--- config.mk ---
export PLATFORM = sky130hd
export DESIGN_NAME = aosc_top
export DESIGN_NICKNAME = d
export VERILOG_FILES = /design/src/design/aosc_pkg.sv /design/src/design/aosc_tick.sv /design/src/design/aosc_top.sv
export SDC_FILE = /design/constraint.sdc
export NUM_CORES = 1
export LEC_CHECK = 0
export BUFFER_PORTS_ARGS = -buffer_cell sky130_fd_sc_hd__buf_2
export CAP_MARGIN = 5
export CORE_ASPECT_RATIO = 1.75
export CORE_MARGIN = 2
export CORE_UTILIZATION = 25
export DETAILED_ROUTE_END_ITERATION = 7
export PLACE_DENSITY = 0.41
export SYNTH_ARGS = -nofsm -noshare
export SYNTH_HDL_FRONTEND = slang
export SYNTH_SLANG_ARGS = --single-unit
--- constraint.sdc ---
create_clock -name sys_clk -period 3.17 [get_ports sys_clk]
set_input_delay 0.4755 -clock sys_clk [delete_from_list [all_inputs] [get_ports sys_clk]]
set_output_delay 0.4755 -clock sys_clk [all_outputs]
set_load 0.01 [all_outputs]
--- src/design/aosc_pkg.sv ---
package aosc_pkg;
  // Channel count and data widths
  localparam int NCH = 4;
  localparam int DW = 16;
  localparam int AW = 9;

  // Clock rate and the one-second base of the hold timer
  localparam longint CLK_HZ = 64'd10_000_000;
  localparam longint SEC_MS = 64'd1000;
  localparam longint SEC_CYCLES = CLK_HZ * SEC_MS / 64'd1000;

  // Per-channel block: stride and word offsets inside it
  localparam logic [AW-1:0] CH_STRIDE = 9'h020;
  localparam logic [4:0] OFS_CFG = 5'h00;
  localparam logic [4:0] OFS_RUN = 5'h04;
  localparam logic [4:0] OFS_FLT = 5'h08;
  localparam logic [4:0] OFS_PRG = 5'h0c;
  localparam logic [4:0] OFS_FIN = 5'h10;
  localparam logic [4:0] OFS_STA = 5'h14;
  localparam logic [AW-1:0] CH_END = 9'h080;

  // Global registers
  localparam logic [AW-1:0] ADR_IRQ_STS = 9'h100;
  localparam logic [AW-1:0] ADR_IRQ_MSK = 9'h104;
  localparam logic [AW-1:0] ADR_UNLATCH = 9'h108;

  // Configuration word fields
  localparam int F_RANGE = 0;
  localparam int F_ALM_OFF = 4;
  localparam int F_LIM_LAT = 5;
  localparam int F_SLW_LAT = 6;
  localparam int F_OPEN_LD = 7;
  localparam int F_CH_OFF = 8;
  localparam int F_FLT_ACT = 9;
  localparam int F_PRG_ACT = 10;
  localparam int F_P2F = 11;
  localparam int F_HOLD = 12;
  localparam int CFG_W = 16;
  localparam logic [CFG_W-1:0] CFG_RST = 16'h0610;

  // Status bit groups in the interrupt registers
  localparam int EV_LIM = 0;
  localparam int EV_SLW = 4;
  localparam int EV_OPEN = 8;
  localparam int EV_FLT = 12;
  localparam int EV_W = 16;

  // Range codes
  localparam logic [2:0] RNG_PM10V = 3'h0;
  localparam logic [2:0] RNG_0_5V = 3'h1;
  localparam logic [2:0] RNG_0_10V = 3'h2;
  localparam logic [2:0] RNG_0_20MA = 3'h4;
  localparam logic [2:0] RNG_4_20MA = 3'h5;
  // Live zero of 4-20 mA as a fraction of full scale
  localparam logic [DW-1:0] LIVE_ZERO = 16'h3333;
  localparam logic [DW-1:0] MID_CODE = 16'h8000;

  // Fault hold duration codes
  localparam logic [3:0] HOLD_FOREVER = 4'h0;
  localparam logic [3:0] HOLD_1S = 4'h1;
  localparam logic [3:0] HOLD_2S = 4'h2;
  localparam logic [3:0] HOLD_5S = 4'h5;
  localparam logic [3:0] HOLD_10S = 4'ha;

  // Channel safe-state machine, Gray coded along run-hold-final
  typedef enum logic [1:0] {
    ST_RUN = 2'h0,
    ST_HOLD = 2'h1,
    ST_FINAL = 2'h3,
    ST_PROG = 2'h2
  } aosc_state_t;
endpackage

--- src/design/aosc_tick.sv ---
`timescale 1ns/1ps
`default_nettype none
// One-cycle pulse every DIV clocks
module aosc_tick #(
  parameter int DIV = 10
) (
  // Clock and reset
  input wire logic sys_clk,
  input wire logic rst,
  // Enable pulse out
  output logic tick
);
  logic [31:0] cnt_r; // Cycles since last pulse

  // Free-running divider
  always_ff @(posedge sys_clk)
  begin
    if (rst)
    begin
      cnt_r <= 32'h0;
      tick <= 1'b0;
    end
    else if (cnt_r == 32'(DIV - 1))
    begin
      cnt_r <= 32'h0;
      tick <= 1'b1;
    end
    else
    begin
      cnt_r <= cnt_r + 32'h1;
      tick <= 1'b0;
    end
  end
endmodule // aosc_tick
`default_nettype wire

--- src/design/aosc_top.sv ---
// Chosen here: the register addresses and the Avalon-MM interface to the registers.
`timescale 1ns/1ps
`default_nettype none
module aosc_top #(
  parameter longint SEC_CYC = aosc_pkg::SEC_CYCLES
) (
  // Clock and reset
  input wire logic sys_clk,
  input wire logic rst,
  // Avalon-MM slave
  input wire logic [aosc_pkg::AW-1:0] avs_address,
  input wire logic avs_read,
  input wire logic avs_write,
  input wire logic [31:0] avs_writedata,
  output logic [31:0] avs_readdata,
  output logic avs_waitrequest,
  // Connection state from the host link
  input wire logic conn_fault,
  input wire logic prog_mode,
  // Alarm and diagnostic causes per channel
  input wire logic [aosc_pkg::NCH-1:0] limit_cond,
  input wire logic [aosc_pkg::NCH-1:0] slew_cond,
  input wire logic [aosc_pkg::NCH-1:0] open_load_det,
  // Converter side per channel
  output logic [aosc_pkg::NCH-1:0][aosc_pkg::DW-1:0] out_code,
  output logic [aosc_pkg::NCH-1:0][2:0] out_span,
  output logic [aosc_pkg::NCH-1:0] out_enable,
  output logic [aosc_pkg::NCH-1:0] open_load_run,
  output logic [aosc_pkg::NCH-1:0] limit_alarm,
  output logic [aosc_pkg::NCH-1:0] slew_alarm,
  // Interrupt
  output logic irq
);
  localparam int N = aosc_pkg::NCH;
  localparam int W = aosc_pkg::DW;

  // Per-channel storage
  logic [aosc_pkg::CFG_W-1:0] cfg_r [N]; // Configuration words
  logic [W-1:0] run_val_r [N]; // Values from the controller
  logic [W-1:0] flt_val_r [N]; // Fault action value
  logic [W-1:0] prg_val_r [N]; // Program value
  logic [W-1:0] fin_val_r [N]; // Final fault value
  aosc_pkg::aosc_state_t st_r [N]; // Safe-state machines
  logic [3:0] sec_r [N]; // Seconds spent in fault hold
  logic [aosc_pkg::EV_W-1:0] sts_r; // Sticky events
  logic [aosc_pkg::EV_W-1:0] msk_r; // Interrupt mask
  logic ack_r; // Second cycle of a bus access
  logic tick; // One-second pulse
  logic wr_go; // Write commits this edge
  logic [aosc_pkg::EV_W-1:0] ev; // Events this cycle
  logic [aosc_pkg::NCH-1:0] unl_lim; // Limit unlatch strobes
  logic [aosc_pkg::NCH-1:0] unl_slw; // Slew unlatch strobes

  // Channel index of a per-channel address, N when global
  function automatic int ch_of(input logic [aosc_pkg::AW-1:0] a);
    if (a < aosc_pkg::CH_END)
      return int'(a / aosc_pkg::CH_STRIDE);
    return N;
  endfunction

  // Word offset inside a channel block
  function automatic logic [4:0] ofs_of(input logic [aosc_pkg::AW-1:0] a);
    return a[4:0];
  endfunction

  // Seconds for a hold code; unknown codes hold forever
  function automatic logic [3:0] hold_secs(input logic [3:0] c);
    case (c)
      aosc_pkg::HOLD_1S: return 4'h1;
      aosc_pkg::HOLD_2S: return 4'h2;
      aosc_pkg::HOLD_5S: return 4'h5;
      aosc_pkg::HOLD_10S: return 4'ha;
      default: return 4'h0;
    endcase
  endfunction

  // Range code is one of the supported spans
  function automatic logic rng_ok(input logic [2:0] r);
    case (r)
      aosc_pkg::RNG_PM10V, aosc_pkg::RNG_0_5V, aosc_pkg::RNG_0_10V,
      aosc_pkg::RNG_0_20MA, aosc_pkg::RNG_4_20MA: return 1'b1;
      default: return 1'b0;
    endcase
  endfunction

  // Channel off, or unsupported range, parks the output
  function automatic logic ch_dis(input logic [aosc_pkg::CFG_W-1:0] c);
    return c[aosc_pkg::F_CH_OFF] | ~rng_ok(c[aosc_pkg::F_RANGE +: 3]);
  endfunction

  // Live-zero span never goes below 4 mA on a live channel; judged on the new value,
  // since judging the old register would toggle every cycle
  function automatic logic [W-1:0] lz_clamp(
    input logic [aosc_pkg::CFG_W-1:0] c, input logic [W-1:0] v);
    if (c[aosc_pkg::F_RANGE +: 3] == aosc_pkg::RNG_4_20MA &&
        v < aosc_pkg::LIVE_ZERO)
      return aosc_pkg::LIVE_ZERO;
    return v;
  endfunction

  // Second base for fault hold timing
  aosc_tick #(
    .DIV(int'(SEC_CYC))
  ) u_sec (
    .sys_clk(sys_clk),
    .rst(rst),
    .tick(tick)
  );

  // Bus answers one cycle after the request
  assign avs_waitrequest = (avs_read | avs_write) & ~ack_r;
  assign wr_go = avs_write & ack_r;

  // Access phase tracker
  always_ff @(posedge sys_clk)
  begin
    if (rst)
      ack_r <= 1'b0;
    else
      ack_r <= (avs_read | avs_write) & ~ack_r;
  end

  // Register writes; unmapped addresses are dropped
  always_ff @(posedge sys_clk)
  begin
    if (rst)
    begin
      for (int i = 0; i < N; i++)
      begin
        cfg_r[i] <= aosc_pkg::CFG_RST;
        run_val_r[i] <= 16'h0000;
        flt_val_r[i] <= 16'h0000;
        prg_val_r[i] <= 16'h0000;
        fin_val_r[i] <= 16'h0000;
      end
      msk_r <= 16'h0000;
    end
    else if (wr_go)
    begin
      if (ch_of(avs_address) < N)
      begin
        case (ofs_of(avs_address))
          aosc_pkg::OFS_CFG:
            cfg_r[ch_of(avs_address)] <= avs_writedata[aosc_pkg::CFG_W-1:0];
          aosc_pkg::OFS_RUN:
            run_val_r[ch_of(avs_address)] <= avs_writedata[W-1:0];
          aosc_pkg::OFS_FLT:
            flt_val_r[ch_of(avs_address)] <= avs_writedata[W-1:0];
          aosc_pkg::OFS_PRG:
            prg_val_r[ch_of(avs_address)] <= avs_writedata[W-1:0];
          aosc_pkg::OFS_FIN:
            fin_val_r[ch_of(avs_address)] <= avs_writedata[W-1:0];
          default: ;
        endcase
      end
      else if (avs_address == aosc_pkg::ADR_IRQ_MSK)
        msk_r <= avs_writedata[aosc_pkg::EV_W-1:0];
    end
  end

  // Unlatch strobes, one cycle, from the unlatch register
  assign unl_lim = (wr_go && avs_address == aosc_pkg::ADR_UNLATCH) ?
    avs_writedata[N-1:0] : '0;
  assign unl_slw = (wr_go && avs_address == aosc_pkg::ADR_UNLATCH) ?
    avs_writedata[2*N-1:N] : '0;

  // Read data captured in the wait cycle, held to the answer edge
  always_ff @(posedge sys_clk)
  begin
    if (rst)
      avs_readdata <= 32'h0;
    else if (avs_read & ~ack_r)
    begin
      avs_readdata <= 32'h0;
      if (ch_of(avs_address) < N)
      begin
        case (ofs_of(avs_address))
          aosc_pkg::OFS_CFG:
            avs_readdata <= 32'(cfg_r[ch_of(avs_address)]);
          aosc_pkg::OFS_RUN:
            avs_readdata <= 32'(run_val_r[ch_of(avs_address)]);
          aosc_pkg::OFS_FLT:
            avs_readdata <= 32'(flt_val_r[ch_of(avs_address)]);
          aosc_pkg::OFS_PRG:
            avs_readdata <= 32'(prg_val_r[ch_of(avs_address)]);
          aosc_pkg::OFS_FIN:
            avs_readdata <= 32'(fin_val_r[ch_of(avs_address)]);
          aosc_pkg::OFS_STA:
            avs_readdata <= {24'h0, sec_r[ch_of(avs_address)],
              slew_alarm[ch_of(avs_address)],
              limit_alarm[ch_of(avs_address)],
              st_r[ch_of(avs_address)]};
          default: ;
        endcase
      end
      else if (avs_address == aosc_pkg::ADR_IRQ_STS)
        avs_readdata <= 32'(sts_r);
      else if (avs_address == aosc_pkg::ADR_IRQ_MSK)
        avs_readdata <= 32'(msk_r);
    end
  end

  // Alarm states per channel
  always_ff @(posedge sys_clk)
  begin
    if (rst)
    begin
      limit_alarm <= '0;
      slew_alarm <= '0;
    end
    else
    begin
      for (int i = 0; i < N; i++)
      begin
        if (cfg_r[i][aosc_pkg::F_ALM_OFF] || ch_dis(cfg_r[i]))
        begin
          // Suppressed: nothing raises, stale latches drop
          limit_alarm[i] <= 1'b0;
          slew_alarm[i] <= 1'b0;
        end
        else
        begin
          // Latched alarms survive the cause; a new cause beats unlatch
          if (cfg_r[i][aosc_pkg::F_LIM_LAT])
            limit_alarm[i] <= limit_cond[i] |
              (limit_alarm[i] & ~unl_lim[i]);
          else
            limit_alarm[i] <= limit_cond[i];
          if (cfg_r[i][aosc_pkg::F_SLW_LAT])
            slew_alarm[i] <= slew_cond[i] |
              (slew_alarm[i] & ~unl_slw[i]);
          else
            slew_alarm[i] <= slew_cond[i];
        end
      end
    end
  end

  // Diagnostic runs only where enabled on a live channel
  always_comb
  begin
    for (int i = 0; i < N; i++)
      open_load_run[i] = cfg_r[i][aosc_pkg::F_OPEN_LD] &
        ~ch_dis(cfg_r[i]);
  end

  // Events: alarm rising, open load seen, fault hold entered
  always_comb
  begin
    ev = '0;
    for (int i = 0; i < N; i++)
    begin
      ev[aosc_pkg::EV_LIM + i] = limit_cond[i] & ~limit_alarm[i] &
        ~cfg_r[i][aosc_pkg::F_ALM_OFF] & ~ch_dis(cfg_r[i]);
      ev[aosc_pkg::EV_SLW + i] = slew_cond[i] & ~slew_alarm[i] &
        ~cfg_r[i][aosc_pkg::F_ALM_OFF] & ~ch_dis(cfg_r[i]);
      ev[aosc_pkg::EV_OPEN + i] = open_load_det[i] & open_load_run[i];
      ev[aosc_pkg::EV_FLT + i] = conn_fault & ~ch_dis(cfg_r[i]) &
        (st_r[i] == aosc_pkg::ST_RUN ||
         (st_r[i] == aosc_pkg::ST_PROG && cfg_r[i][aosc_pkg::F_P2F]));
    end
  end

  // Sticky status; a new event wins over a write-one clear
  always_ff @(posedge sys_clk)
  begin
    if (rst)
      sts_r <= '0;
    else if (wr_go && avs_address == aosc_pkg::ADR_IRQ_STS)
      sts_r <= (sts_r & ~avs_writedata[aosc_pkg::EV_W-1:0]) | ev;
    else
      sts_r <= sts_r | ev;
  end

  assign irq = |(sts_r & msk_r);

  // Safe-state machine and hold timer per channel
  always_ff @(posedge sys_clk)
  begin
    if (rst)
    begin
      for (int i = 0; i < N; i++)
      begin
        st_r[i] <= aosc_pkg::ST_RUN;
        sec_r[i] <= 4'h0;
      end
    end
    else
    begin
      for (int i = 0; i < N; i++)
      begin
        case (st_r[i])
          aosc_pkg::ST_RUN:
          begin
            sec_r[i] <= 4'h0;
            if (conn_fault)
              st_r[i] <= aosc_pkg::ST_HOLD;
            else if (prog_mode)
              st_r[i] <= aosc_pkg::ST_PROG;
          end
          aosc_pkg::ST_PROG:
          begin
            sec_r[i] <= 4'h0;
            // Without the select a fault leaves the channel here
            if (conn_fault && cfg_r[i][aosc_pkg::F_P2F])
              st_r[i] <= aosc_pkg::ST_HOLD;
            else if (!conn_fault && !prog_mode)
              st_r[i] <= aosc_pkg::ST_RUN;
          end
          aosc_pkg::ST_HOLD:
          begin
            // Counts whole seconds; first one may be short by nearly a whole second
            if (!conn_fault)
              st_r[i] <= prog_mode ? aosc_pkg::ST_PROG : aosc_pkg::ST_RUN;
            else if (hold_secs(cfg_r[i][aosc_pkg::F_HOLD +: 4]) != 4'h0 &&
                     tick && sec_r[i] + 4'h1 ==
                     hold_secs(cfg_r[i][aosc_pkg::F_HOLD +: 4]))
              st_r[i] <= aosc_pkg::ST_FINAL;
            else if (tick &&
                     hold_secs(cfg_r[i][aosc_pkg::F_HOLD +: 4]) != 4'h0)
              sec_r[i] <= sec_r[i] + 4'h1;
          end
          aosc_pkg::ST_FINAL:
          begin
            if (!conn_fault)
              st_r[i] <= prog_mode ? aosc_pkg::ST_PROG : aosc_pkg::ST_RUN;
          end
          default:
            st_r[i] <= aosc_pkg::ST_RUN;
        endcase
      end
    end
  end

  // Output value, enable and span per channel
  always_ff @(posedge sys_clk)
  begin
    if (rst)
    begin
      out_code <= '0;
      out_span <= '0;
      out_enable <= '0;
    end
    else
    begin
      for (int i = 0; i < N; i++)
      begin
        out_span[i] <= cfg_r[i][aosc_pkg::F_RANGE +: 3];
        out_enable[i] <= ~ch_dis(cfg_r[i]);
        if (ch_dis(cfg_r[i]))
          // Parked at span zero so nothing drives the load
          out_code[i] <= (cfg_r[i][aosc_pkg::F_RANGE +: 3] ==
            aosc_pkg::RNG_PM10V) ? aosc_pkg::MID_CODE : 16'h0000;
        else
        begin
          case (st_r[i])
            aosc_pkg::ST_RUN:
              out_code[i] <= lz_clamp(cfg_r[i], run_val_r[i]);
            aosc_pkg::ST_PROG:
              // Final value never used here, fault or not
              if (!cfg_r[i][aosc_pkg::F_PRG_ACT])
                out_code[i] <= lz_clamp(cfg_r[i], prg_val_r[i]);
            aosc_pkg::ST_HOLD:
              // Held codes keep the clamp they got when last set
              if (!cfg_r[i][aosc_pkg::F_FLT_ACT])
                out_code[i] <= lz_clamp(cfg_r[i], flt_val_r[i]);
            aosc_pkg::ST_FINAL:
              out_code[i] <= lz_clamp(cfg_r[i], fin_val_r[i]);
            default: ;
          endcase
        end
      end
    end
  end
endmodule // aosc_top
`default_nettype wire

==> flow_summary.toml, run 1 <==
[cells_and_area]
syn2layout_area_growth_pct = 21.44
instances_no_fill = 4416
regArea_sq_um = 13730
drive_above_1_share_pct = 18.18
nNetsFinal = 3069
final_area_sq_um = 32300
multi_input_area_sq_um = 11970
fillers = 11010

[power]
p_leak_nw = 11.63
vdd_drop_max_v = 0.0003930
pwr_density_cell_nw_per_um2 = 528.4

[placement]
portBuffers = 152
dp_cells = 4308
routabilityCongestion = 1.038
place_ws_ps = -166.1
dp_hpwl_um = 132100
placed_cell_area_sq_um = 30510

[synthesis]
synth_cells = 2744
synth-seq-cells = 514
synth-edff-count = 344
synthArstFlopShare_pct = 0
ys.warnings.count = 0
synth.cell_area_sq_um = 26600
ys_types = 86
synth-main-ff-cell = "edfxtp_1"
syn_area_per_cell_sq_um = 9.693
ys_seq_area_share_pct = 51.63

[setup_path]
required_ps = 2690
crit_type = "flop to output port"
start_kind = "flop"
worst_setup_path_end_kind = "output port"
cp.arrival_ps = 2570
crit_fanout = 4

[sta]
fmax_mhz = 327.8
hold_viol = 0
max-slew-margin-rel_pct = 11.95
finalCritPeriodShare_pct = 96.23
period_needed_ps = 3050
setup_viol = 0
holdWs_ps = 80.46
rsz0062_at_grt = "false"
finalSetupTns_ps = 0
tightest_slew_ps = 1307
finalClockSkew_ps = 25.99
slew_violations = 0
setup_ws_ps = 119.6

[clock_tree]
cts_hold_buf = 0
cts_tree = "done"
h-tree-depth = 2
clock_path_buffers = 3
clkSinkCount = 514
clkTransAtPathRegs_ps = 70
ctsRootBufferMaster = "clkbuf_16"
worstSkewPairLatency_ps = 660
cts_inserted_buffers = 53

[floorplanning]
die_h_um = 435.5
num_rows = 158
dieArea_sq_um = 109100
io_pins = 185
core_sq_um = 105800
dieWidth_um = 250.6
start_util_pct = 25.15

[global_route]
grt_pass1_vias = 25418
grt_max_degree = 58
grt_pass1_wl_um = 222200
antenna_found_initial = 15
grt_use_total_pct = 29.86
gr-total-overflow = 0

[detailed_routing]
drtIter0Drc = 2379
dr.pass1.iters = 6
drc_errors = 0
antenna_left = 0
finalWirelength_um = 166100
vias = 25477
drt-vias-per-instance = 5.769
wl_per_cell_um = 37.61

[hold_path]
min_path_type = "input pin to flop"

[status]
outcome = "completed"

[job]
drv_cap = 0
kinds of logic after synthesis:
logic type | share of synthesized area [%]
flops | 51.63
other cells | 0.01410
simple gates | 20.06
xor+xnor | 1.806
mux | 3.152
compound gates | 19.20
buf+inv | 3.900
fa+ha+maj | 0.2352
path summary, 6_finish.rpt:
kind                          from               end  slack (ps)  cells after the start
hold reg to reg       out_code[30]      out_code[30]         460                      2
setup reg to reg       sec_r[3][0]        st_r[3][0]         430                      7
setup / recovery       cfg_r[0][2]  open_load_run[0]         120                      6
hold / removal    open_load_det[3]         sts_r[11]          80                      3
layout make-up:
cell class	instances	area share, %
clock inverter	29	0.9684
antenna	8	0.06198
sequential	514	42.52
inverter	44	0.5113
tap	1360	5.268
multi-input combinational	1996	37.06
clock buffer	69	4.451
timing repair buffer	396	9.165
synthesized netlist by cell type, types with 9 or more instances:
master	n	area share (%)
a2111oi_0	14	0.46
a211o_1	16	0.53
a211oi_1	34	0.96
a21oi_1	116	2.2
a221oi_1	35	1.2
a22oi_1	24	0.68
a311oi_1	11	0.36
a31oi_1	27	0.64
a32oi_1	15	0.49
and2_1	78	1.8
and3_1	28	0.66
buf_1	19	0.27
buf_2	33	0.62
buf_4	16	0.45
clkbuf_1	136	1.9
dfxtp_1	170	13
edfxtp_1	344	39
inv_1	39	0.55
mux2_2	12	0.51
mux2i_1	50	1.9
mux4_2	9	0.76
nand2_1	217	3.1
nand2b_1	35	0.82
nand3_1	55	1.0
nand4_1	20	0.47
nor2_1	481	6.8
nor2b_1	29	0.68
nor3_1	65	1.2
nor3b_1	13	0.37
nor4_1	13	0.31
nor4b_1	13	0.43
o2111ai_1	17	0.56
o211ai_1	33	0.93
o21ai_0	122	2.3
o221ai_1	55	1.8
o22ai_1	93	2.2
or2_2	16	0.38
or3_1	22	0.52
xnor2_1	20	0.66
xor2_1	24	0.79
what timing repair did:
| item | 4_1_cts | 5_1_grt |
|---|---|---|
| setup buffers | 2 | 0 |
| endpoints found under the hold margin | 0 | 0 |
| resized for setup | 0 | 2 |
| setup endpoints to repair | 1 | 1 |
worst max-delay path, cell delays in order, from the launching register on:
cell,delay [ps]
edfxtp_1,380
or2_2,310
and2_2,330
nor2_2,190
buf_4,190
and2_1,330
buf_2,200
layout by cell type (no fill, tap or decap), types with 16 or more instances in the layout:
master and count:
o221ai_1 55, buf_2 150, buf_12 29, a22oi_1 23
nand4_1 20, and3_1 28, nor3_1 64, and2_1 77
nand3_1 51, a31oi_1 27, a211o_1 16, o211ai_1 33
buf_4 217, o22ai_1 93, clkbuf_16 54, o2111ai_1 17
mux2i_1 50, or3_1 22, xor2_1 24, nor2_1 479
edfxtp_1 344, or2_2 16, conb_1 16, o21ai_0 106
a21oi_1 116, nand2_1 216, dfxtp_1 170, nor2b_1 29
a211oi_1 33, xnor2_1 20, nand2b_1 35, a221oi_1 35
inv_1 39
sequential cells by signal, indices dropped and copies added, names as in the netlist:
register,cells
ack_r,1
avs_readdata,16
cfg_r,64
fin_val_r,64
flt_val_r,64
limit_alarm,4
msk_r,16
out_code,64
out_enable,4
out_span,12
prg_val_r,64
run_val_r,64
sec_r,16
slew_alarm,4
st_r,8
sts_r,16
u_sec.cnt_r,32
u_sec.tick,1
per-stage QoR:
step	power [mW]	util, %
CTS	17.17	30.51
detailed placement	10.54	28.84
global placement	10.54	28.84
global route	17.54	30.52
floorplan	9.058	-
finish	17.07	30.54
where the power goes:
| group | total (mW) | internal [mW] | switching, mW |
|---|---|---|---|
| logic | 2.60 | 0.833 | 1.77 |
| registers | 7.87 | 7.42 | 0.448 |
| clock network | 6.59 | 3.69 | 2.90 |
routing by layer:
| metal | share of wire (%) | global-route usage (%) |
|---|---|---|
| met1 | 34 | 30.33 |
| met2 | 50 | 52.79 |
| met3 | 5.4 | 4.498 |
| met4 | 11 | 26.64 |
| met5 | 0.036 | 0 |
Power figures use the tool's default switching activity.
==> run 2: changes to the inputs <==
- CELL_PAD_IN_SITES_DETAIL_PLACEMENT: default -> 1
- CELL_PAD_IN_SITES_GLOBAL_PLACEMENT: default -> 1
- PLACE_DENSITY: 0.41 -> 0.49
==> run 2 against run 1 <==
First-iteration DRC count down 0.50%. Power down 1.6%. Highest routed layer unchanged. Combinational power down 2%. Clock skew down 2.9 ps. Final cell count down 0.27%.
==> flow_summary.toml, run 2 (synthesized netlist as in run 1, its figures left out) <==
[sta]
finalClockSkew_ps = 23.06
setup_viol = 0
holdWs_ps = 61.34
fmax_mhz = 324.1
rsz0062_at_grt = "false"
finalCritPeriodShare_pct = 97.33
max-slew-margin-rel_pct = 29.28
finalSetupTns_ps = 0
period_needed_ps = 3085
hold_viol = 0
tightest_slew_ps = 1053
slew_violations = 0

[clock_tree]
worstSkewPairLatency_ps = 670
cts_hold_buf = 0
cts_tree = "done"
clkTransAtPathRegs_ps = 70
clkSinkCount = 514
clock_path_buffers = 3
ctsRootBufferMaster = "clkbuf_16"
cts_inserted_buffers = 52
h-tree-depth = 2

[cells_and_area]
post-route-util_pct = 30.42
mostFrequentLayoutCells = "nor2_1, edfxtp_1, nand2_1, buf_4, dfxtp_1"
nNetsFinal = 3054
drive_above_1_share_pct = 17.70
instances_no_fill = 4404
syn2layout_area_growth_pct = 20.98
final_area_sq_um = 32180
layout_commonest_cell = "nor2_1"

[setup_path]
cp.arrival_ps = 2610
crit_family = "simple AND/OR/NAND/NOR gates"
ff2ff_setup_slack_ps = 310
worst_setup_path_end_kind = "output port"
max_stage_delay_ps = 520
reg2reg_from = "cfg_r[0][1]"
worst-path-buf-inv = 2
r2r-end = "out_code[4]"
reg2reg_depth = 6
crit_fanout = 4
critical_path_depth = 6
worstPathCellList = "or2_2, and2_1, nor2_1, buf_4, and2_2, buf_2"
required_ps = 2690
start_kind = "flop"
cpMaxStageDelayCell = "edfxtp_1"
crit_type = "flop to output port"

[status]
outcome = "completed"

[hold_path]
hold_path_depth = 3
min_path_type = "input pin to flop"
min_to = "sts_r[10]"
min-delay-start = "open_load_det[2]"

[power]
vdd_drop_max_v = 0.0004133
pwr_density_cell_nw_per_um2 = 521.8
p_leak_nw = 11.54

[detailed_routing]
drt-vias-per-instance = 5.796
finalWirelength_um = 168900
vias = 25524
drc_errors = 0
dr.pass1.iters = 6
drtIter0Drc = 2367
wl_per_cell_um = 38.36
antenna_left = 0

[floorplanning]
dieArea_sq_um = 109100
io_pins = 185
num_rows = 158
core_sq_um = 105800
dieWidth_um = 250.6
die_h_um = 435.5
start_util_pct = 25.15

[global_route]
grt_pass1_vias = 26442
antenna_found_initial = 17
gr-total-overflow = 0
grt_use_total_pct = 30.51
grt_max_degree = 49
grt_pass1_wl_um = 227900

[placement]
dp_cells = 4294
routabilityCongestion = 1.057
dp_hpwl_um = 133900
portBuffers = 152
placed_cell_area_sq_um = 30450

[job]
drv_cap = 0
[run 2: layout make-up]
type	count	area (sq um)
clock inverter	32	252.7
clock buffer	66	1418
tap	1360	1702
antenna	10	25.02
fill	11887	73590
timing repair buffer	382	2905
multi-input combinational	1996	11980
inverter	44	165.2
sequential	514	13730
[run 2: layer usage]
| layer | vias up | track usage, % | wire (um) |
|---|---|---|---|
| met5 | - | 0 | 50 |
| met4 | 10 | 24.53 | 15940 |
| met3 | 382 | 4.074 | 8620 |
| met2 | 1128 | 53.62 | 84340 |
| met1 | 13210 | 32.66 | 59990 |
| li1 | 10794 | - | - |
[run 2: how the worst max path moves through the flow]
| stage | slack (ps) | from | end |
|---|---|---|---|
| 3_5_place_dp | -320 | avs_address[5] | avs_readdata[9] |
| 6_report | 80 | cfg_r[0][2] | open_load_run[0] |
| 5_1_grt | 30 | cfg_r[0][2] | open_load_run[0] |
| 3_3_place_gp | -300 | avs_address[5] | avs_readdata[9] |
| 2_1_floorplan | 40 | avs_address[5] | cfg_r[0][0] |
| 4_1_cts | 7 | cfg_r[0][0] | open_load_run[0] |
[run 2: what timing repair did]
action	CTS	global route
endpoints found under the setup margin	1	2
gates resized for setup	1	1
buffers inserted	0	2
[run 2: through the flow]
| stage | worst slack (ps) | power, mW |
|---|---|---|
| after global placement | -295.2 | 10.50 |
| after floorplan | 35.52 | 9.058 |
| final | 84.65 | 16.79 |
| after detailed placement | -316.9 | 10.53 |
| after CTS | 7.072 | 16.85 |
| after global routing | 27.29 | 17.23 |
[run 2: tightest hold or removal path, cell delays in order]
cell,delay (ps)
buf_2,80
a22oi_1,60
nor2_1,80
[run 2: where the power goes]
group          switching, mW  leakage [nW]  total, mW  internal [mW]
Combinational           1.75          5.80       2.56          0.812
Sequential             0.460          4.93       7.88           7.42
Clock                   2.99         0.811       6.35           3.36
Total                   5.19          11.5       16.8           11.6
==> run 3: changes to the inputs <==
- CORE_UTILIZATION: 25 -> 43
- PLACE_DENSITY: 0.49 -> 0.76
==> run 3 against run 2 <==
Sequential share of layout area grew 1.5 points. Die area fell by 41%. Register-to-register slack worse by 300 ps. Largest cell class unchanged. Largest power group unchanged.
==> flow_summary.toml, run 3 (synthesized netlist as in run 1, its figures left out) <==
[clock_tree]
worstSkewPairLatency_ps = 650
cts_hold_buf = 0
ctsRootBufferMaster = "clkbuf_16"
cts_tree = "done"
clkSinkCount = 514
cts_inserted_buffers = 49
clkTransAtPathRegs_ps = 70
h-tree-depth = 2
clock_path_buffers = 3

[detailed_routing]
antenna_left = 0
drc_errors = 0
drt-vias-per-instance = 7.033
drtIter0Drc = 3221
vias = 26705
dr.pass1.iters = 5
wl_per_cell_um = 40.92
finalWirelength_um = 155400

[placement]
place_ws_ps = -119.8
routabilityCongestion = 1.107
dp_cells = 3690
placed_cell_area_sq_um = 29300
dp_hpwl_um = 118900
portBuffers = 152

[setup_path]
reg2reg_from = "st_r[0][1]"
crit_type = "flop to output port"
start_kind = "flop"
reg2reg_depth = 5
crit_fanout = 4
ff2ff_setup_slack_ps = 10
worst_setup_path_end_kind = "output port"
required_ps = 2690
worstSetupStartpoint = "cfg_r[0][0]"
r2r-end = "sts_r[12]"
cp.arrival_ps = 2680

[cells_and_area]
drive_above_1_share_pct = 16.66
fillers = 6809
syn2layout_area_growth_pct = 16.83
layout_commonest_cell = "nor2_1"
final_area_sq_um = 31070
regArea_sq_um = 13730
nNetsFinal = 3013
multi_input_area_sq_um = 11960
instances_no_fill = 3797
mostFrequentLayoutCells = "nor2_1, edfxtp_1, nand2_1, buf_4, dfxtp_1"

[sta]
rsz0062_at_grt = "false"
hold_viol = 0
setup_ws_ps = 11.06
slew_violations = 0
finalCritPeriodShare_pct = 99.65
tightest_slew_ps = 1440
max-slew-margin-rel_pct = 3.912
finalClockSkew_ps = 34.31
period_needed_ps = 3159
finalSetupTns_ps = 0
setup_viol = 0
fmax_mhz = 316.6

[global_route]
grt_pass1_vias = 26812
grt_pass1_wl_um = 213400
grt_use_total_pct = 48.77
grt_max_degree = 60
antenna_found_initial = 28
gr-total-overflow = 0

[floorplanning]
dieWidth_um = 192.0
start_util_pct = 43.42
die_h_um = 333.0
io_pins = 185
core_sq_um = 61260
dieArea_sq_um = 63940
num_rows = 120

[hold_path]
min_path_type = "input pin to flop"
min-delay-start = "open_load_det[3]"
hold_path_depth = 3
min_to = "sts_r[11]"

[power]
p_leak_nw = 11.32
pwr_density_cell_nw_per_um2 = 542.4
total_power_mw = 16.85
vdd_drop_max_v = 0.0006158

[status]
outcome = "completed"

[job]
drv_cap = 0
==> run 3: cell count changes in the layout (fill, tap and decap cells not counted), moves of 3 or more <==
cell | previous run | this run
buf_4 | 199 | 172
diode_2 | 10 | 14
buf_12 | 33 | 21
clkbuf_16 | 55 | 51
clkinv_1 | 14 | 7
clkinvlp_4 | 4 | 1
bufinv_16 | 2 | 8
==> run 3: cell type report <==
class                           count  area share, %
Clock inverter                     30          1.264
Tap cell                          793          3.193
Multi-Input combinational cell   1996          38.49
Timing Repair Buffer              344          7.940
Inverter                           44         0.5315
Sequential cell                   514          44.20
Clock buffer                       62          4.272
Antenna cell                       14         0.1127
==> run 3: metal layers <==
| metal | GRT usage [%] | routed length, um |
|---|---|---|
| met2 | 76.91 | 70680 |
| met1 | 49.06 | 48360 |
| met5 | 0 | 174 |
| met3 | 15.77 | 15470 |
| met4 | 49.62 | 20690 |
==> run 3: worst max-delay path: stages (launching register included) <==
cell      delay (ps)
edfxtp_1         520
or2_2            340
and2_1           330
nor2_4           240
buf_4            130
and2_1           290
buf_2            200
==> run 3: what timing repair did <==
item | in CTS | in global routing
gates resized for setup | 2 | 0
setup endpoints to repair | 1 | 1
setup buffers | 0 | 1
pin swaps | 0 | 1
==> run 3: how the worst max path moves through the flow <==
stage | end
final | open_load_run[0]
after global routing | open_load_run[0]
after detailed placement | avs_readdata[9]
after CTS | open_load_run[0]
after global placement | avs_readdata[5]
after floorplan | cfg_r[0][0]
==> run 3: power breakdown <==
part / switching (mW) / leakage (nW) / internal [mW] / total (mW)
clock network: 2.84 / 0.848 / 3.66 / 6.50
registers: 0.463 / 4.93 / 7.42 / 7.89
logic: 1.70 / 5.55 / 0.775 / 2.47
==> run 3: through the flow <==
step | util (%) | hold WS, ps
2_1_floorplan | - | 430.3
3_3_place_gp | 47.83 | 438.6
3_5_place_dp | 47.84 | 451.2
4_1_cts | 50.66 | 71.86
5_1_grt | 50.68 | 117.0
6_report | 50.73 | 85.10
